--- config.mk ---
export PLATFORM = sky130hd
export DESIGN_NAME = gtr_bank
export DESIGN_NICKNAME = d
export VERILOG_FILES = /design/src/design/gtr_pkg.sv /design/src/design/gtr_slot_if.sv /design/src/design/gtr_slot.sv /design/src/design/gtr_bank.sv
export SDC_FILE = /design/constraint.sdc
export NUM_CORES = 1
export LEC_CHECK = 0
export ABC_AREA = 1
export BUFFER_PORTS_ARGS = -buffer_cell sky130_fd_sc_hd__buf_2
export CELL_PAD_IN_SITES_DETAIL_PLACEMENT = 1
export CELL_PAD_IN_SITES_GLOBAL_PLACEMENT = 1
export CORE_MARGIN = 2
export CORE_UTILIZATION = 30
export DETAILED_ROUTE_END_ITERATION = 7
export PLACE_DENSITY_LB_ADDON = 0.1
export SETUP_SLACK_MARGIN = 0.4
export SLEW_MARGIN = 0
export SYNTH_ARGS = -nofsm -noshare
export SYNTH_HDL_FRONTEND = slang
export SYNTH_SLANG_ARGS = --single-unit
--- constraint.sdc ---
create_clock -name i_mclk -period 4.1 [get_ports i_mclk]
set_clock_uncertainty 0.1 [all_clocks]
set_input_delay 0.41 -clock i_mclk [delete_from_list [all_inputs] [get_ports i_mclk]]
set_output_delay 0.41 -clock i_mclk [all_outputs]
set_load 0.02 [all_outputs]
--- src/design/gtr_pkg.sv ---
// Package with the constants of the gate timing readback bank
package gtr_pkg;
	// Widths of the register read port and of one measurement field, and the register count
	localparam int unsigned ADDR_W = 7;
	localparam int unsigned DATA_W = 16;
	localparam int unsigned CNT_W = 6;
	localparam int unsigned NUM_REGS = 5;

	// Register offsets on the serial register interface
	localparam logic [6:0] HB3_EFFECTIVE_ON_OFF_DELAY_OFS = 7'h55;
	localparam logic [6:0] HB4_EFFECTIVE_ON_OFF_DELAY_OFS = 7'h56;
	localparam logic [6:0] HB1_RISE_FALL_TIME_OFS = 7'h57;
	localparam logic [6:0] HB2_RISE_FALL_TIME_OFS = 7'h58;
	localparam logic [6:0] HB3_RISE_FALL_TIME_OFS = 7'h59;

	// Slot numbers of the registers, in offset order
	localparam int unsigned SLOT_HB3_DELAY = 0;
	localparam int unsigned SLOT_HB4_DELAY = 1;
	localparam int unsigned SLOT_HB1_RISEFALL = 2;
	localparam int unsigned SLOT_HB2_RISEFALL = 3;
	localparam int unsigned SLOT_HB3_RISEFALL = 4;

	// Field positions inside one register
	localparam int unsigned LO_FIELD_LSB = 0;
	localparam int unsigned LO_FIELD_MSB = 5;
	localparam int unsigned HI_FIELD_LSB = 8;
	localparam int unsigned HI_FIELD_MSB = 13;

	// Value after power-on or soft reset, and of every reserved range
	localparam logic [15:0] REG_RESET = 16'h0000;
	localparam logic [1:0] RESERVED_VAL = 2'h0;
	localparam logic [5:0] CNT_RESET = 6'h00;

	// Nominal time represented by one count, in picoseconds (53.3 ns)
	localparam int unsigned COUNT_STEP_PS = 53300;

	typedef logic [ADDR_W-1:0] gtr_addr_t;
	typedef logic [DATA_W-1:0] gtr_word_t;
	typedef logic [CNT_W-1:0] gtr_cnt_t;
endpackage

--- src/design/gtr_slot_if.sv ---
// Interface between the bank top and one timing register slot
interface gtr_slot_if;
	logic lo_valid; // New low-field count present
	logic hi_valid; // New high-field count present
	gtr_pkg::gtr_cnt_t lo_cnt; // Turn-on delay or rise time count
	gtr_pkg::gtr_cnt_t hi_cnt; // Turn-off delay or fall time count
	logic restart; // Restart event, fields kept
	gtr_pkg::gtr_word_t word; // Register image as read

	// Bank top feeds measurements and reads the image
	modport feeder (output lo_valid, output hi_valid, output lo_cnt, output hi_cnt,
		output restart, input word);
	// Slot stores the fields and drives the image
	modport store (input lo_valid, input hi_valid, input lo_cnt, input hi_cnt,
		input restart, output word);
endinterface

--- src/design/gtr_slot.sv ---
// One read-only timing register holding two 6-bit counts
module gtr_slot (
	input wire logic i_mclk,
	input wire logic i_rst,
	gtr_slot_if.store slot
);
	gtr_pkg::gtr_cnt_t lo_q; // Low field, bits 5:0
	gtr_pkg::gtr_cnt_t hi_q; // High field, bits 13:8

	// Low field takes the latest measurement; reset clears, restart keeps
	always_ff @(posedge i_mclk) begin
		if (i_rst) begin
			lo_q <= gtr_pkg::CNT_RESET;
		end else if (slot.lo_valid) begin
			lo_q <= slot.lo_cnt;
		end
	end

	// High field takes the latest measurement; reset clears, restart keeps
	always_ff @(posedge i_mclk) begin
		if (i_rst) begin
			hi_q <= gtr_pkg::CNT_RESET;
		end else if (slot.hi_valid) begin
			hi_q <= slot.hi_cnt;
		end
	end

	// Reserved ranges are tied to zero in the image
	assign slot.word = {gtr_pkg::RESERVED_VAL, hi_q, gtr_pkg::RESERVED_VAL, lo_q};

	// Reset leaves an all-zero register
	property p_slot_reset_clear;
		@(posedge i_mclk) i_rst |=> slot.word == gtr_pkg::REG_RESET;
	endproperty
	a_slot_reset_clear: assert property (p_slot_reset_clear) else $error("slot not cleared");

	// Restart without new data keeps both fields
	property p_slot_restart_keep;
		@(posedge i_mclk) disable iff (i_rst)
		(slot.restart && !slot.lo_valid && !slot.hi_valid) |=> $stable(slot.word);
	endproperty
	a_slot_restart_keep: assert property (p_slot_restart_keep) else $error("restart lost");

	// A new count is visible one cycle later and holds without further update
	property p_slot_update;
		@(posedge i_mclk) disable iff (i_rst)
		(slot.lo_valid && !slot.hi_valid) ##1 (!slot.lo_valid && !slot.hi_valid)[*2]
		|-> slot.word[5:0] == $past(slot.lo_cnt, 2);
	endproperty
	a_slot_update: assert property (p_slot_update) else $error("count not stored");
endmodule

--- src/design/gtr_bank.sv ---
// Gate timing readback bank: five read-only timing registers
// Contract
// - Reserved bits read zero, writes ignored
// - Delay registers: turn-off count at 13:8
// - Delay registers: turn-on count at 5:0
// - Rise-fall registers: rise count at 5:0
// - Rise-fall registers: fall count at 13:8
// - Reset clears every register to zero
// - Restart keeps fields, reserved stay zero
module gtr_bank #(
	parameter int unsigned NUM_REGS = gtr_pkg::NUM_REGS
) (
	input wire logic i_mclk,
	input wire logic i_rst,
	input wire logic i_restart,
	input wire logic i_rd_en,
	input wire gtr_pkg::gtr_addr_t i_rd_addr,
	input wire logic i_wr_en,
	input wire gtr_pkg::gtr_addr_t i_wr_addr,
	input wire logic [NUM_REGS-1:0] i_lo_valid,
	input wire logic [NUM_REGS-1:0][5:0] i_lo_cnt,
	input wire logic [NUM_REGS-1:0] i_hi_valid,
	input wire logic [NUM_REGS-1:0][5:0] i_hi_cnt,
	output logic [15:0] o_rd_data,
	output logic o_rd_valid,
	output logic o_wr_refused
);
	// Register images, one per slot
	gtr_pkg::gtr_word_t words [NUM_REGS];
	// Read decode
	logic rd_hit;
	gtr_pkg::gtr_addr_t rd_index;
	gtr_pkg::gtr_word_t rd_word;
	// Write decode, used only to report the refused access
	logic wr_hit;
	// Output flops
	gtr_pkg::gtr_word_t rd_data_q;
	logic rd_valid_q;
	logic wr_refused_q;

	// One storage slot per register, fed from the measurement ports
	for (genvar g = 0; g < NUM_REGS; g++) begin : g_slot
		gtr_slot_if slot_bus ();
		assign slot_bus.lo_valid = i_lo_valid[g];
		assign slot_bus.lo_cnt = i_lo_cnt[g];
		assign slot_bus.hi_valid = i_hi_valid[g];
		assign slot_bus.hi_cnt = i_hi_cnt[g];
		assign slot_bus.restart = i_restart;
		assign words[g] = slot_bus.word;
		gtr_slot u_slot (
			.i_mclk(i_mclk),
			.i_rst(i_rst),
			.slot(slot_bus)
		);
	end

	// Offsets 0x55 to 0x59 form a contiguous window
	always_comb begin
		rd_hit = (i_rd_addr >= gtr_pkg::HB3_EFFECTIVE_ON_OFF_DELAY_OFS) &&
			(i_rd_addr <= gtr_pkg::HB3_RISE_FALL_TIME_OFS);
		rd_index = i_rd_addr - gtr_pkg::HB3_EFFECTIVE_ON_OFF_DELAY_OFS;
		// Unmapped addresses read as zero
		rd_word = gtr_pkg::REG_RESET;
		if (rd_hit) begin
			rd_word = words[rd_index[2:0]];
		end
	end

	// Writes to the bank are decoded only to flag them
	always_comb begin
		wr_hit = (i_wr_addr >= gtr_pkg::HB3_EFFECTIVE_ON_OFF_DELAY_OFS) &&
			(i_wr_addr <= gtr_pkg::HB3_RISE_FALL_TIME_OFS);
	end

	// Read data: captured on the request edge, held until the next read
	always_ff @(posedge i_mclk) begin
		if (i_rst) begin
			rd_data_q <= gtr_pkg::REG_RESET;
		end else if (i_rd_en) begin
			rd_data_q <= rd_word;
		end
	end

	// Read strobe: one cycle after each request
	always_ff @(posedge i_mclk) begin
		if (i_rst) begin
			rd_valid_q <= 1'b0;
		end else begin
			rd_valid_q <= i_rd_en;
		end
	end

	// A write to a read-only register changes nothing; it is only reported
	always_ff @(posedge i_mclk) begin
		if (i_rst) begin
			wr_refused_q <= 1'b0;
		end else begin
			wr_refused_q <= i_wr_en && wr_hit;
		end
	end

	assign o_rd_data = rd_data_q;
	assign o_rd_valid = rd_valid_q;
	assign o_wr_refused = wr_refused_q;

	// Reserved ranges never read as one
	property p_rd_reserved_zero;
		@(posedge i_mclk) disable iff (i_rst)
		o_rd_valid |-> (o_rd_data[15:14] == 2'h0) && (o_rd_data[7:6] == 2'h0);
	endproperty
	a_rd_reserved_zero: assert property (p_rd_reserved_zero) else $error("reserved bit set");

	// Writes never disturb the stored fields of slots 0 and 4
	property p_wr_no_effect;
		@(posedge i_mclk) disable iff (i_rst)
		(i_wr_en && i_lo_valid == '0 && i_hi_valid == '0) |=>
			words[0] == $past(words[0]) && words[4] == $past(words[4]);
	endproperty
	a_wr_no_effect: assert property (p_wr_no_effect) else $error("write changed register");

	// Turn-off delay of half-bridge 4 reads at 13:8
	property p_rd_turnoff;
		@(posedge i_mclk) disable iff (i_rst)
		(i_rd_en && i_rd_addr == gtr_pkg::HB4_EFFECTIVE_ON_OFF_DELAY_OFS) |=>
			o_rd_valid && o_rd_data[13:8] == $past(words[1][13:8]);
	endproperty
	a_rd_turnoff: assert property (p_rd_turnoff) else $error("turn-off field wrong");

	// Turn-on delay of half-bridge 3 reads at 5:0, two cycles after measurement
	property p_rd_turnon;
		@(posedge i_mclk) disable iff (i_rst)
		(i_lo_valid[0] ##1 (i_rd_en && !i_lo_valid[0] &&
			i_rd_addr == gtr_pkg::HB3_EFFECTIVE_ON_OFF_DELAY_OFS)) |=>
			o_rd_data[5:0] == $past(i_lo_cnt[0], 2);
	endproperty
	a_rd_turnon: assert property (p_rd_turnon) else $error("turn-on field wrong");

	// Rise time of half-bridge 1 reads at 5:0
	property p_rd_rise;
		@(posedge i_mclk) disable iff (i_rst)
		(i_rd_en && i_rd_addr == gtr_pkg::HB1_RISE_FALL_TIME_OFS) |=>
			o_rd_data[5:0] == $past(words[2][5:0]);
	endproperty
	a_rd_rise: assert property (p_rd_rise) else $error("rise field wrong");

	// Fall time of half-bridge 2 reads at 13:8 and holds until the next read
	property p_rd_fall;
		@(posedge i_mclk) disable iff (i_rst)
		(i_rd_en && i_rd_addr == gtr_pkg::HB2_RISE_FALL_TIME_OFS) ##1 !i_rd_en |=>
			o_rd_data[13:8] == $past(words[3][13:8], 2);
	endproperty
	a_rd_fall: assert property (p_rd_fall) else $error("fall field wrong");

	// Reset empties the read port
	property p_rst_clear;
		@(posedge i_mclk) i_rst |=> o_rd_data == gtr_pkg::REG_RESET && !o_rd_valid;
	endproperty
	a_rst_clear: assert property (p_rst_clear) else $error("read port not cleared");

	// A read in the same cycle as a restart returns the fields held before it
	property p_restart_read;
		@(posedge i_mclk) disable iff (i_rst)
		(i_restart && i_lo_valid == '0 && i_hi_valid == '0 && i_rd_en &&
			i_rd_addr == gtr_pkg::HB3_RISE_FALL_TIME_OFS) |=>
			o_rd_data == $past(words[4]);
	endproperty
	a_restart_read: assert property (p_restart_read) else $error("restart read wrong");

	// Read after an update sees the new fall count
	property p_update_read;
		@(posedge i_mclk) disable iff (i_rst)
		(i_hi_valid[4] ##1 (i_rd_en && !i_hi_valid[4] &&
			i_rd_addr == gtr_pkg::HB3_RISE_FALL_TIME_OFS)) |=>
			o_rd_data[13:8] == $past(i_hi_cnt[4], 2);
	endproperty
	a_update_read: assert property (p_update_read) else $error("stale measurement");

	// Every read request answers with a valid pulse one cycle later
	property p_rd_valid_pulse;
		@(posedge i_mclk) disable iff (i_rst)
		i_rd_en |=> o_rd_valid;
	endproperty
	a_rd_valid_pulse: assert property (p_rd_valid_pulse) else $error("no read valid");

	// No valid pulse without a request
	property p_rd_idle_quiet;
		@(posedge i_mclk) disable iff (i_rst)
		!i_rd_en |=> !o_rd_valid;
	endproperty
	a_rd_idle_quiet: assert property (p_rd_idle_quiet) else $error("spurious read valid");

	// A write into the bank is reported as refused one cycle later
	property p_wr_refused_pulse;
		@(posedge i_mclk) disable iff (i_rst)
		(i_wr_en && wr_hit) |=> o_wr_refused;
	endproperty
	a_wr_refused_pulse: assert property (p_wr_refused_pulse) else $error("write not flagged");

	// Turn-off delay of half-bridge 3 reads at 13:8
	property p_rd_hb3_turnoff;
		@(posedge i_mclk) disable iff (i_rst)
		(i_rd_en && i_rd_addr == gtr_pkg::HB3_EFFECTIVE_ON_OFF_DELAY_OFS) |=>
			o_rd_data[13:8] == $past(words[0][13:8]);
	endproperty
	a_rd_hb3_turnoff: assert property (p_rd_hb3_turnoff) else $error("hb3 turn-off wrong");

	// Turn-on delay of half-bridge 4 reads at 5:0
	property p_rd_hb4_turnon;
		@(posedge i_mclk) disable iff (i_rst)
		(i_rd_en && i_rd_addr == gtr_pkg::HB4_EFFECTIVE_ON_OFF_DELAY_OFS) |=>
			o_rd_data[5:0] == $past(words[1][5:0]);
	endproperty
	a_rd_hb4_turnon: assert property (p_rd_hb4_turnon) else $error("hb4 turn-on wrong");

	// Fall time of half-bridge 1 reads at 13:8
	property p_rd_hb1_fall;
		@(posedge i_mclk) disable iff (i_rst)
		(i_rd_en && i_rd_addr == gtr_pkg::HB1_RISE_FALL_TIME_OFS) |=>
			o_rd_data[13:8] == $past(words[2][13:8]);
	endproperty
	a_rd_hb1_fall: assert property (p_rd_hb1_fall) else $error("hb1 fall wrong");

	// Rise time of half-bridge 3 reads at 5:0
	property p_rd_hb3_rise;
		@(posedge i_mclk) disable iff (i_rst)
		(i_rd_en && i_rd_addr == gtr_pkg::HB3_RISE_FALL_TIME_OFS) |=>
			o_rd_data[5:0] == $past(words[4][5:0]);
	endproperty
	a_rd_hb3_rise: assert property (p_rd_hb3_rise) else $error("hb3 rise wrong");

	// Main scenarios
	c_read_delay: cover property (@(posedge i_mclk) disable iff (i_rst)
		i_rd_en && i_rd_addr == gtr_pkg::HB3_EFFECTIVE_ON_OFF_DELAY_OFS);
	c_read_risefall: cover property (@(posedge i_mclk) disable iff (i_rst)
		i_rd_en && i_rd_addr == gtr_pkg::HB2_RISE_FALL_TIME_OFS);
	c_restart_held: cover property (@(posedge i_mclk) disable iff (i_rst)
		i_restart && words[2] != gtr_pkg::REG_RESET);
	c_write_refused: cover property (@(posedge i_mclk) disable iff (i_rst) o_wr_refused);
endmodule

==> results of run 1 <==
-- layout by cell type, fill, tap and decap left out --
cell type / n
nor3b_1: 1
nor2_4: 1
buf_4: 1
a21oi_1: 64
a21oi_2: 10
diode_2: 1
ha_1: 2
nand2_1: 200
o21ai_1: 1
clkinvlp_4: 3
nand4_1: 1
buf_2: 101
nor2_2: 1
inv_2: 2
bufinv_16: 1
xnor2_2: 1
clkinv_2: 1
nand2_2: 11
dfxtp_1: 74
inv_1: 19
o21ai_0: 2
clkbuf_8: 9
nor2_1: 2
nand3_1: 48
conb_1: 4
-- where the power goes --
group / internal, mW / total (mW) / leakage [nW] / switching, mW
Clock: 0.273 / 0.548 / 0.0832 / 0.275
Sequential: 0.752 / 0.770 / 0.608 / 0.0182
Combinational: 0.0763 / 0.204 / 1.11 / 0.128
Total: 1.10 / 1.52 / 1.80 / 0.420
-- tightest hold or removal path, cell delays in order --
cell and delay [ns]:
buf_2 0.10, inv_1 0.04, a21oi_1 0.05
-- final cells by class --
| type | count | area [um2] | area share |
|---|---|---|---|
| multi-input cells | 349 | 1578 | 0.3934 |
| flip-flops and latches | 74 | 1481 | 0.3694 |
| repair buffers | 102 | 513.0 | 0.1279 |
| well taps | 140 | 175.2 | 0.04368 |
| clock buffers | 9 | 123.9 | 0.03089 |
| inverters | 21 | 78.83 | 0.01966 |
| clock inverters | 5 | 57.56 | 0.01435 |
| diodes | 1 | 2.502 | 0.0006240 |
-- how the worst max path moves through the flow --
stage | cells past startpoint | to | start | slack [ns]
global route | 9 | o_rd_data[9]$_SDFFE_PP0P_ | i_rd_addr[0] | 1.14
finish | 9 | o_rd_data[4]$_SDFFE_PP0P_ | i_rd_addr[0] | 1.44
detailed placement | 9 | o_rd_data[4]$_SDFFE_PP0P_ | i_rd_addr[0] | 1.01
CTS | 9 | o_rd_data[4]$_SDFFE_PP0P_ | i_rd_addr[0] | 1.38
global placement | 9 | o_rd_data[4]$_SDFFE_PP0P_ | i_rd_addr[0] | 1.06
floorplan | 11 | o_rd_data[10]$_SDFFE_PP0P_ | i_rd_addr[0] | 2.11
-- kinds of logic after synthesis --
| kind of cell | Yosys count | synth area share |
|---|---|---|
| simple gates | 265 | 0.3360 |
| compound gates | 77 | 0.1294 |
| flops | 74 | 0.4531 |
| buf+inv | 45 | 0.06774 |
| fa+ha+maj | 2 | 0.007653 |
| xor+xnor | 1 | 0.004976 |
| other cells | 1 | 0.001147 |
-- layer usage --
metal	up-vias	GRT usage
met5	-	0
met4	0	0.07234
met3	14	0.03918
met2	66	0.2947
met1	1494	0.1975
li1	1670	-
-- state kept, by name (all words and copies together) (netlist names) --
signal,count
o_wr_refused,1
o_rd_valid,1
g_slot.u_slot.hi_q,30
o_rd_data,12
g_slot.u_slot.lo_q,30
==> impl_metrics.ini, run 1 <==
[run_status]
outcome = complete, no violations

[sta]
rsz0062_at_grt = no
finalHoldViolations = 0
fmax_mhz = 376.0
fin_ws_ns = 1.440
maxSlewHeadroom = 0.3989
hold_slack_ns = 0.1929
setup_tns_ns = 0
final_max_slew_viol_count = 0
tightest_slew_ns = 0.9017
setup_violations = 0
min_period_ns = 2.660
min_period_over_period = 0.6487

[clock_network]
clock_latency_ns = 0.35
postCtsResizedCells = 0
cts.clk_slew.worst_paths_ns = 0.08
clock-sinks = 74
cts_buffers = 9
ctsRootBufferMaster = clkbuf_8
htree_levels = 3
cts-hold-fix-buffers = 0
postCtsSetupBuffers = 0
cts_tree = yes
clk_path_buf_depth = 2

[grt]
grt_pass1_vias = 3307
grt_overflow = 0
track_usage = 0.1688
antenna_found_initial = 1
grt_start_max_net_pins = 47
grt_pass1_wl_um = 15320

[drt]
vias_per_cell = 4.628
drc = 0
wl_per_cell_um = 13.34
met2_length_um = 4606
wl_met3_um = 391
routedLengthMet1_um = 4181
top_layer_used = met4
drtIter0Drc = 61
vias = 3244
dr.pass1.iters = 4
ant_nets = 0
drt-total-wl_um = 9353

[synthesis]
synth.most_common_cell = nand2_1
synth_top_area_cell = dfxtp_1
seq_area_frac_synth = 0.4531
netlist_area_mm2 = 0.003269
yosys-top-cells-count = nand2_1 (200), dfxtp_1 (74), a21oi_1 (64)
yosysWarnings = 0
synth_flop_cell = dfxtp_1
syn_inst = 465
ys_ff_latch = 74
synth_edf_count = 0
ys_top_cells_by_area = dfxtp_1 (45%), nand2_1 (23%), a21oi_1 (9.8%), nand3_1 (7.3%), a21oi_2 (2.7%)
async_flop_share = 0
syn_avg_cell_area_um2 = 7.031
yosysTopAreaCellShare = 0.4531
ys_types = 23

[hold_path]
holdCritStartpoint = i_wr_addr[3]
holdCritPathClass = in2reg
hold_end = o_wr_refused$_SDFF_PP0_
whs_path_depth = 3

[worst_setup_path]
reg2reg_slack_ns = 2.97
end_kind = flop
critPathMostFrequentCell = nand3_1
path_cells = buf_2 -> inv_2 -> ha_1 -> inv_1 -> nand3_1 -> nand3_1 -> nand2_1 -> nand2_2 -> a21oi_2
worstSetupPathType = in2reg
worstPathRequired_ns = 4.28
critical_path_arrival_ns = 2.84
crit_buf_inv = 3
cpPeakStageDelay_ns = 0.70
cp_max_fo = 29
cp-start-kind = input port
path_delay_family = buffers and inverters
rr_startpoint = g_slot[1].u_slot.lo_q[3]$_SDFFE_PP0P_
worst_r2r_endpoint = o_rd_data[3]$_SDFFE_PP0P_
worstRegToRegCells = 6
worst_path_max_delay_cell = ha_1

[finish]
final_core_util = 0.3732
drive_gt1_frac = 0.2536
fillerInstances = 1420
final_area_mm2 = 0.004010
area_delta_synth_final_pct = 22.66
final_nets = 648
finalNonFillerCells = 701

[power]
leakage_nw = 1.799
cellPowerDensity_mw_per_mm2 = 379.4
finalPower_mw = 1.522
ir_drop_v = 0.0001883

[placed_design]
dp.cells = 686
io_buffers = 101
finalWeightedCongestion = 0.7326
dp_slack_ns = 1.006
placed_cell_area_mm2 = 0.003826
dpl.hpwl_um = 6915

[floorplanning]
die_h_um = 108.4
dieArea_mm2 = 0.01175
core.rowCount = 38
core-area_mm2 = 0.01075
initial_core_util = 0.3043
io_pins = 107
die_width_um = 108.4

[run]
maxCapViolations = 0
No activity file was read; power rests on OpenSTA's default activity.
==> inputs of run 2 (changes only) <==
Clock period 4.1 ns to 2.55 ns, I/O delays scaled along.
==> run 2 against run 1 <==
Cell area rose by 2.5%. Via count unchanged. Die area is the same. Global-route usage is 0.14 points higher. Critical path depth unchanged. Non-clock buffer count rose by 4. Core utilization grew 0.92 points. First-iteration DRC count increased by 51%. Routed wire length is 0.28% lower. Critical path type unchanged.
==> impl_metrics.ini, run 2 (same netlist as run 1, synthesis figures left out) <==
[worst_setup_path]
path_delay_family = buffers and inverters
critical_path_arrival_ns = 1.69
path_cells = buf_2 -> inv_1 -> ha_1 -> inv_1 -> nand3_1 -> nand3_1 -> nand2_1 -> nand2_2 -> a21oi_2
end_kind = flop
cp_max_fo = 12
worstSetupPathType = in2reg
cpPeakStageDelay_ns = 0.40
worstPathRequired_ns = 2.67
worst_path_max_delay_cell = ha_1
cp-start-kind = input port
crit_buf_inv = 3

[power]
clockPowerShare = 0.411
power.internal_mw = 2.009
power.switching_fraction = 0.2491
cellPowerDensity_mw_per_mm2 = 651.1
p_seq_frac = 0.463
power.switching_uw = 666.4
power_frac_comb = 0.126
leakage_nw = 1.858
ir_drop_v = 0.0002944

[clock_network]
postCtsResizedCells = 0
ctsRootBufferMaster = clkbuf_8
cts_tree = yes
clock-sinks = 74
cts-hold-fix-buffers = 0
clk_path_buf_depth = 2
cts_buffers = 9
cts.clk_slew.worst_paths_ns = 0.08
clock_latency_ns = 0.34
htree_levels = 3
postCtsSetupBuffers = 0

[sta]
fmax_mhz = 638.1
rsz0062_at_grt = no
setup_tns_ns = 0
min_period_over_period = 0.6145
finalHoldViolations = 0
min_period_ns = 1.567
setup_violations = 0
final_max_slew_viol_count = 0
fin_ws_ns = 0.9829

[grt]
grt_overflow = 0
grt_pass1_vias = 3355
track_usage = 0.1701
grt_pass1_wl_um = 15630
grt_start_max_net_pins = 62
antenna_found_initial = 0

[run]
maxCapViolations = 0

[drt]
wl_per_cell_um = 13.23
drt-total-wl_um = 9327
dr.pass1.iters = 4
vias_per_cell = 4.601
vias = 3244
drc = 0
ant_nets = 0
drtIter0Drc = 92

[placed_design]
finalWeightedCongestion = 0.7713
io_buffers = 101
dp_slack_ns = 0.6075
dpl.hpwl_um = 6978

[hold_path]
holdCritPathClass = in2reg

[floorplanning]
die_h_um = 108.4
dieArea_mm2 = 0.01175
initial_core_util = 0.3043
core.rowCount = 38
core-area_mm2 = 0.01075
io_pins = 107
die_width_um = 108.4

[finish]
num_antenna_cells = 0
drive_gt1_frac = 0.2602
final_common_cell = nand2_1
final_cell_mix = nand2_1 (200), buf_2 (101), dfxtp_1 (74)
final_nets = 652
area_delta_synth_final_pct = 25.68

[run_status]
outcome = complete, no violations
run 2: area by class of cell:
| type | count | area (um2) |
|---|---|---|
| repair buffers | 106 | 555.5 |
| multi-input cells | 349 | 1578 |
| flip-flops and latches | 74 | 1481 |
| clock inverters | 5 | 102.6 |
| well taps | 140 | 175.2 |
| fillers | 1417 | 6636 |
| inverters | 21 | 78.83 |
| clock buffers | 10 | 137.6 |
run 2: through the flow:
stage | instance area (um2) | std cells | hold slack (ns) | util | power [mW]
floorplan | 3281 | 468 | 0.2807 | - | 1.464
global placement | 3869 | 690 | 0.3493 | 0.3600 | 1.601
detailed placement | 3869 | 690 | 0.3563 | 0.3600 | 1.609
CTS | 4109 | 705 | 0.03834 | 0.3824 | 2.716
global route | 4109 | 705 | 0.04315 | 0.3824 | 2.817
finish | 4109 | 705 | 0.05195 | 0.3824 | 2.676
run 2: worst register-to-register path: cells and delay by family, from the launching register on:
kind | cells | cell delay [ns]
simple gates | 5 | 0.47
flops | 1 | 0.35
compound gates | 1 | 0.12
run 2: final timing paths:
check / start / end / slack [ns] / cells past startpoint
min: i_wr_addr[3] / o_wr_refused$_SDFF_PP0_ / 0.05 / 3
min reg2reg: o_rd_data[1]$_SDFFE_PP0P_ / o_rd_data[1]$_SDFFE_PP0P_ / 0.36 / 2
max: i_rd_addr[1] / o_rd_data[10]$_SDFFE_PP0P_ / 0.98 / 9
max reg2reg: g_slot[1].u_slot.lo_q[3]$_SDFFE_PP0P_ / o_rd_data[3]$_SDFFE_PP0P_ / 1.47 / 6
run 2: power by group through the flow:
stage / Clock [mW] / Combinational (mW) / Sequential, mW
detailed placement: 0 / 0.344 / 1.27
finish: 1.10 / 0.338 / 1.24
global route: 1.18 / 0.391 / 1.25
floorplan: 0 / 0.207 / 1.26
global placement: 0 / 0.337 / 1.26
CTS: 1.13 / 0.345 / 1.24
run 2: routing by layer:
layer / wire [um] / vias to the layer above / track usage
met2: 4658 / 62 / 0.3073
met4: 129 / 0 / 0.05220
li1: - / 1671 / -
met5: 0 / - / 0
met1: 4183 / 1502 / 0.2023
met3: 356 / 9 / 0.03436
==> inputs of run 3 (changes only) <==
Clock period 2.55 ns to 1.6 ns, I/O delays scaled along.
==> run 3 against run 2 <==
Global-route usage rose by 2.1 points. Cell count is 11% higher. Power is 49% higher. Routed wire length is 13% higher. Die area unchanged. Sequential power increased by 59%. Clock-buffer cell count up 1. Combinational power is 110% higher. Largest cell class unchanged. Highest routed layer unchanged.
==> impl_metrics.ini, run 3 (same netlist as run 1, synthesis figures left out) <==
[run_status]
outcome = complete, no violations

[drt]
drtIter0Drc = 63
vias_per_cell = 4.513
drc = 0
drt-total-wl_um = 10540
wl_per_cell_um = 13.48
ant_nets = 0
dr.pass1.iters = 4
vias = 3529

[finish]
finalNonFillerCells = 782
final_cell_mix = nand2_1 (200), buf_2 (101), dfxtp_1 (74)
drive_gt1_frac = 0.2570
final_area_mm2 = 0.004898
area_delta_synth_final_pct = 49.83
num_antenna_cells = 0
final_nets = 728
final_common_cell = nand2_1

[clock_network]
cts.clk_slew.worst_paths_ns = 0.08
clock-sinks = 74
ctsRootBufferMaster = clkbuf_8
clock_latency_ns = 0.35
clk_path_buf_depth = 2
cts_buffers = 9
htree_levels = 3
cts_tree = yes

[floorplanning]
core.rowCount = 38
die_h_um = 108.4
io_pins = 107
initial_core_util = 0.3043
dieArea_mm2 = 0.01175
core-area_mm2 = 0.01075
die_width_um = 108.4

[grt]
grt_most_used_layer = met2
grt_use_met3 = 0.05003
grt_pass1_wl_um = 17220
antenna_found_initial = 0
met2_usage = 0.3607
track_usage = 0.1908
grt_pass1_vias = 3699
grtUsageMet1 = 0.2116
grt_start_max_net_pins = 31
grt_overflow = 0

[placed_design]
dpl.hpwl_um = 7049
finalWeightedCongestion = 0.7692
placed_cell_area_mm2 = 0.003975
dp.cells = 692
io_buffers = 101

[worst_setup_path]
crit_cells = 1
path_delay_family = flip-flops
cp_max_fo = 2
worstSetupPathType = reg2out
rr_startpoint = g_slot[1].u_slot.lo_q[3]$_SDFFE_PP0P_
reg2reg_slack_ns = 0.53
worstPathRequired_ns = 1.34
cpPeakStageDelay_ns = 0.35
worstRegToRegCells = 6
end_kind = output port
startpoint = o_rd_data[13]$_SDFFE_PP0P_
critical_path_arrival_ns = 0.88
worst_path_max_delay_cell = dfxtp_1
crit_buf_inv = 1
path_cells = buf_2
cp-start-kind = flop

[sta]
min_period_ns = 1.136
rsz0062_at_grt = no
min_period_over_period = 0.7097
final_max_slew_viol_count = 0
hold_slack_ns = 0.02093
fmax_mhz = 880.6
setup_violations = 0
finalHoldViolations = 0

[power]
ir_drop_v = 0.0007251
leakage_nw = 2.187
finalPower_mw = 4.000
cellPowerDensity_mw_per_mm2 = 816.5

[hold_path]
whs_path_depth = 3
holdCritStartpoint = i_hi_valid[4]
holdCritPathClass = in2reg

[run]
maxCapViolations = 0
==> run 3: layout make-up <==
class                      count  area [um2]
fill                        1379        5847
clock buffer                  11       141.4
timing repair buffer         182        1333
multi-input combinational    349        1652
inverter                      21       86.33
clock inverter                 5       30.03
tap                          140       175.2
sequential                    74        1481
==> run 3: final timing paths <==
check,endpoint
max,o_rd_data[13]
min,g_slot[4].u_slot.hi_q[3]$_SDFFE_PP0P_
max reg2reg,o_rd_data[3]$_SDFFE_PP0P_
min reg2reg,g_slot[1].u_slot.hi_q[3]$_SDFFE_PP0P_
==> run 3: power breakdown <==
part | internal (mW) | leakage (nW) | switching (mW)
logic | 0.348 | 1.49 | 0.377
registers | 1.93 | 0.608 | 0.0466
clock network | 0.597 | 0.0851 | 0.704
total | 2.87 | 2.19 | 1.13
==> run 3: per-stage QoR <==
stage           TNS, ns  worst slack (ns)  utilization
3_5_place_dp   -0.05347          -0.01949       0.3699
5_1_grt               0            0.3973       0.4559
3_3_place_gp          0           0.03841       0.3699
2_1_floorplan         0            0.2063            -
4_1_cts               0            0.4332       0.4546
6_report              0            0.4645       0.4559
==> run 3: per-layer routing <==
layer  vias to the layer above  part of all wire  routed length [um]
met3                         9             0.037                 394
met4                         0             0.011                 113
met5                         -                 0                   0
met2                        66              0.52                5508
li1                       1829                 -                   -
met1                      1625              0.43                4523
==> run 3: timing repair <==
item | in CTS | in global routing
buffers inserted | 2 | 1
resized for setup | 0 | 3
setup endpoints to repair | 12 | 11
hold buffers | 71 | 0
endpoints found under the hold margin | 61 | 0
gates cloned | 0 | 0
pin swaps | 1 | 1
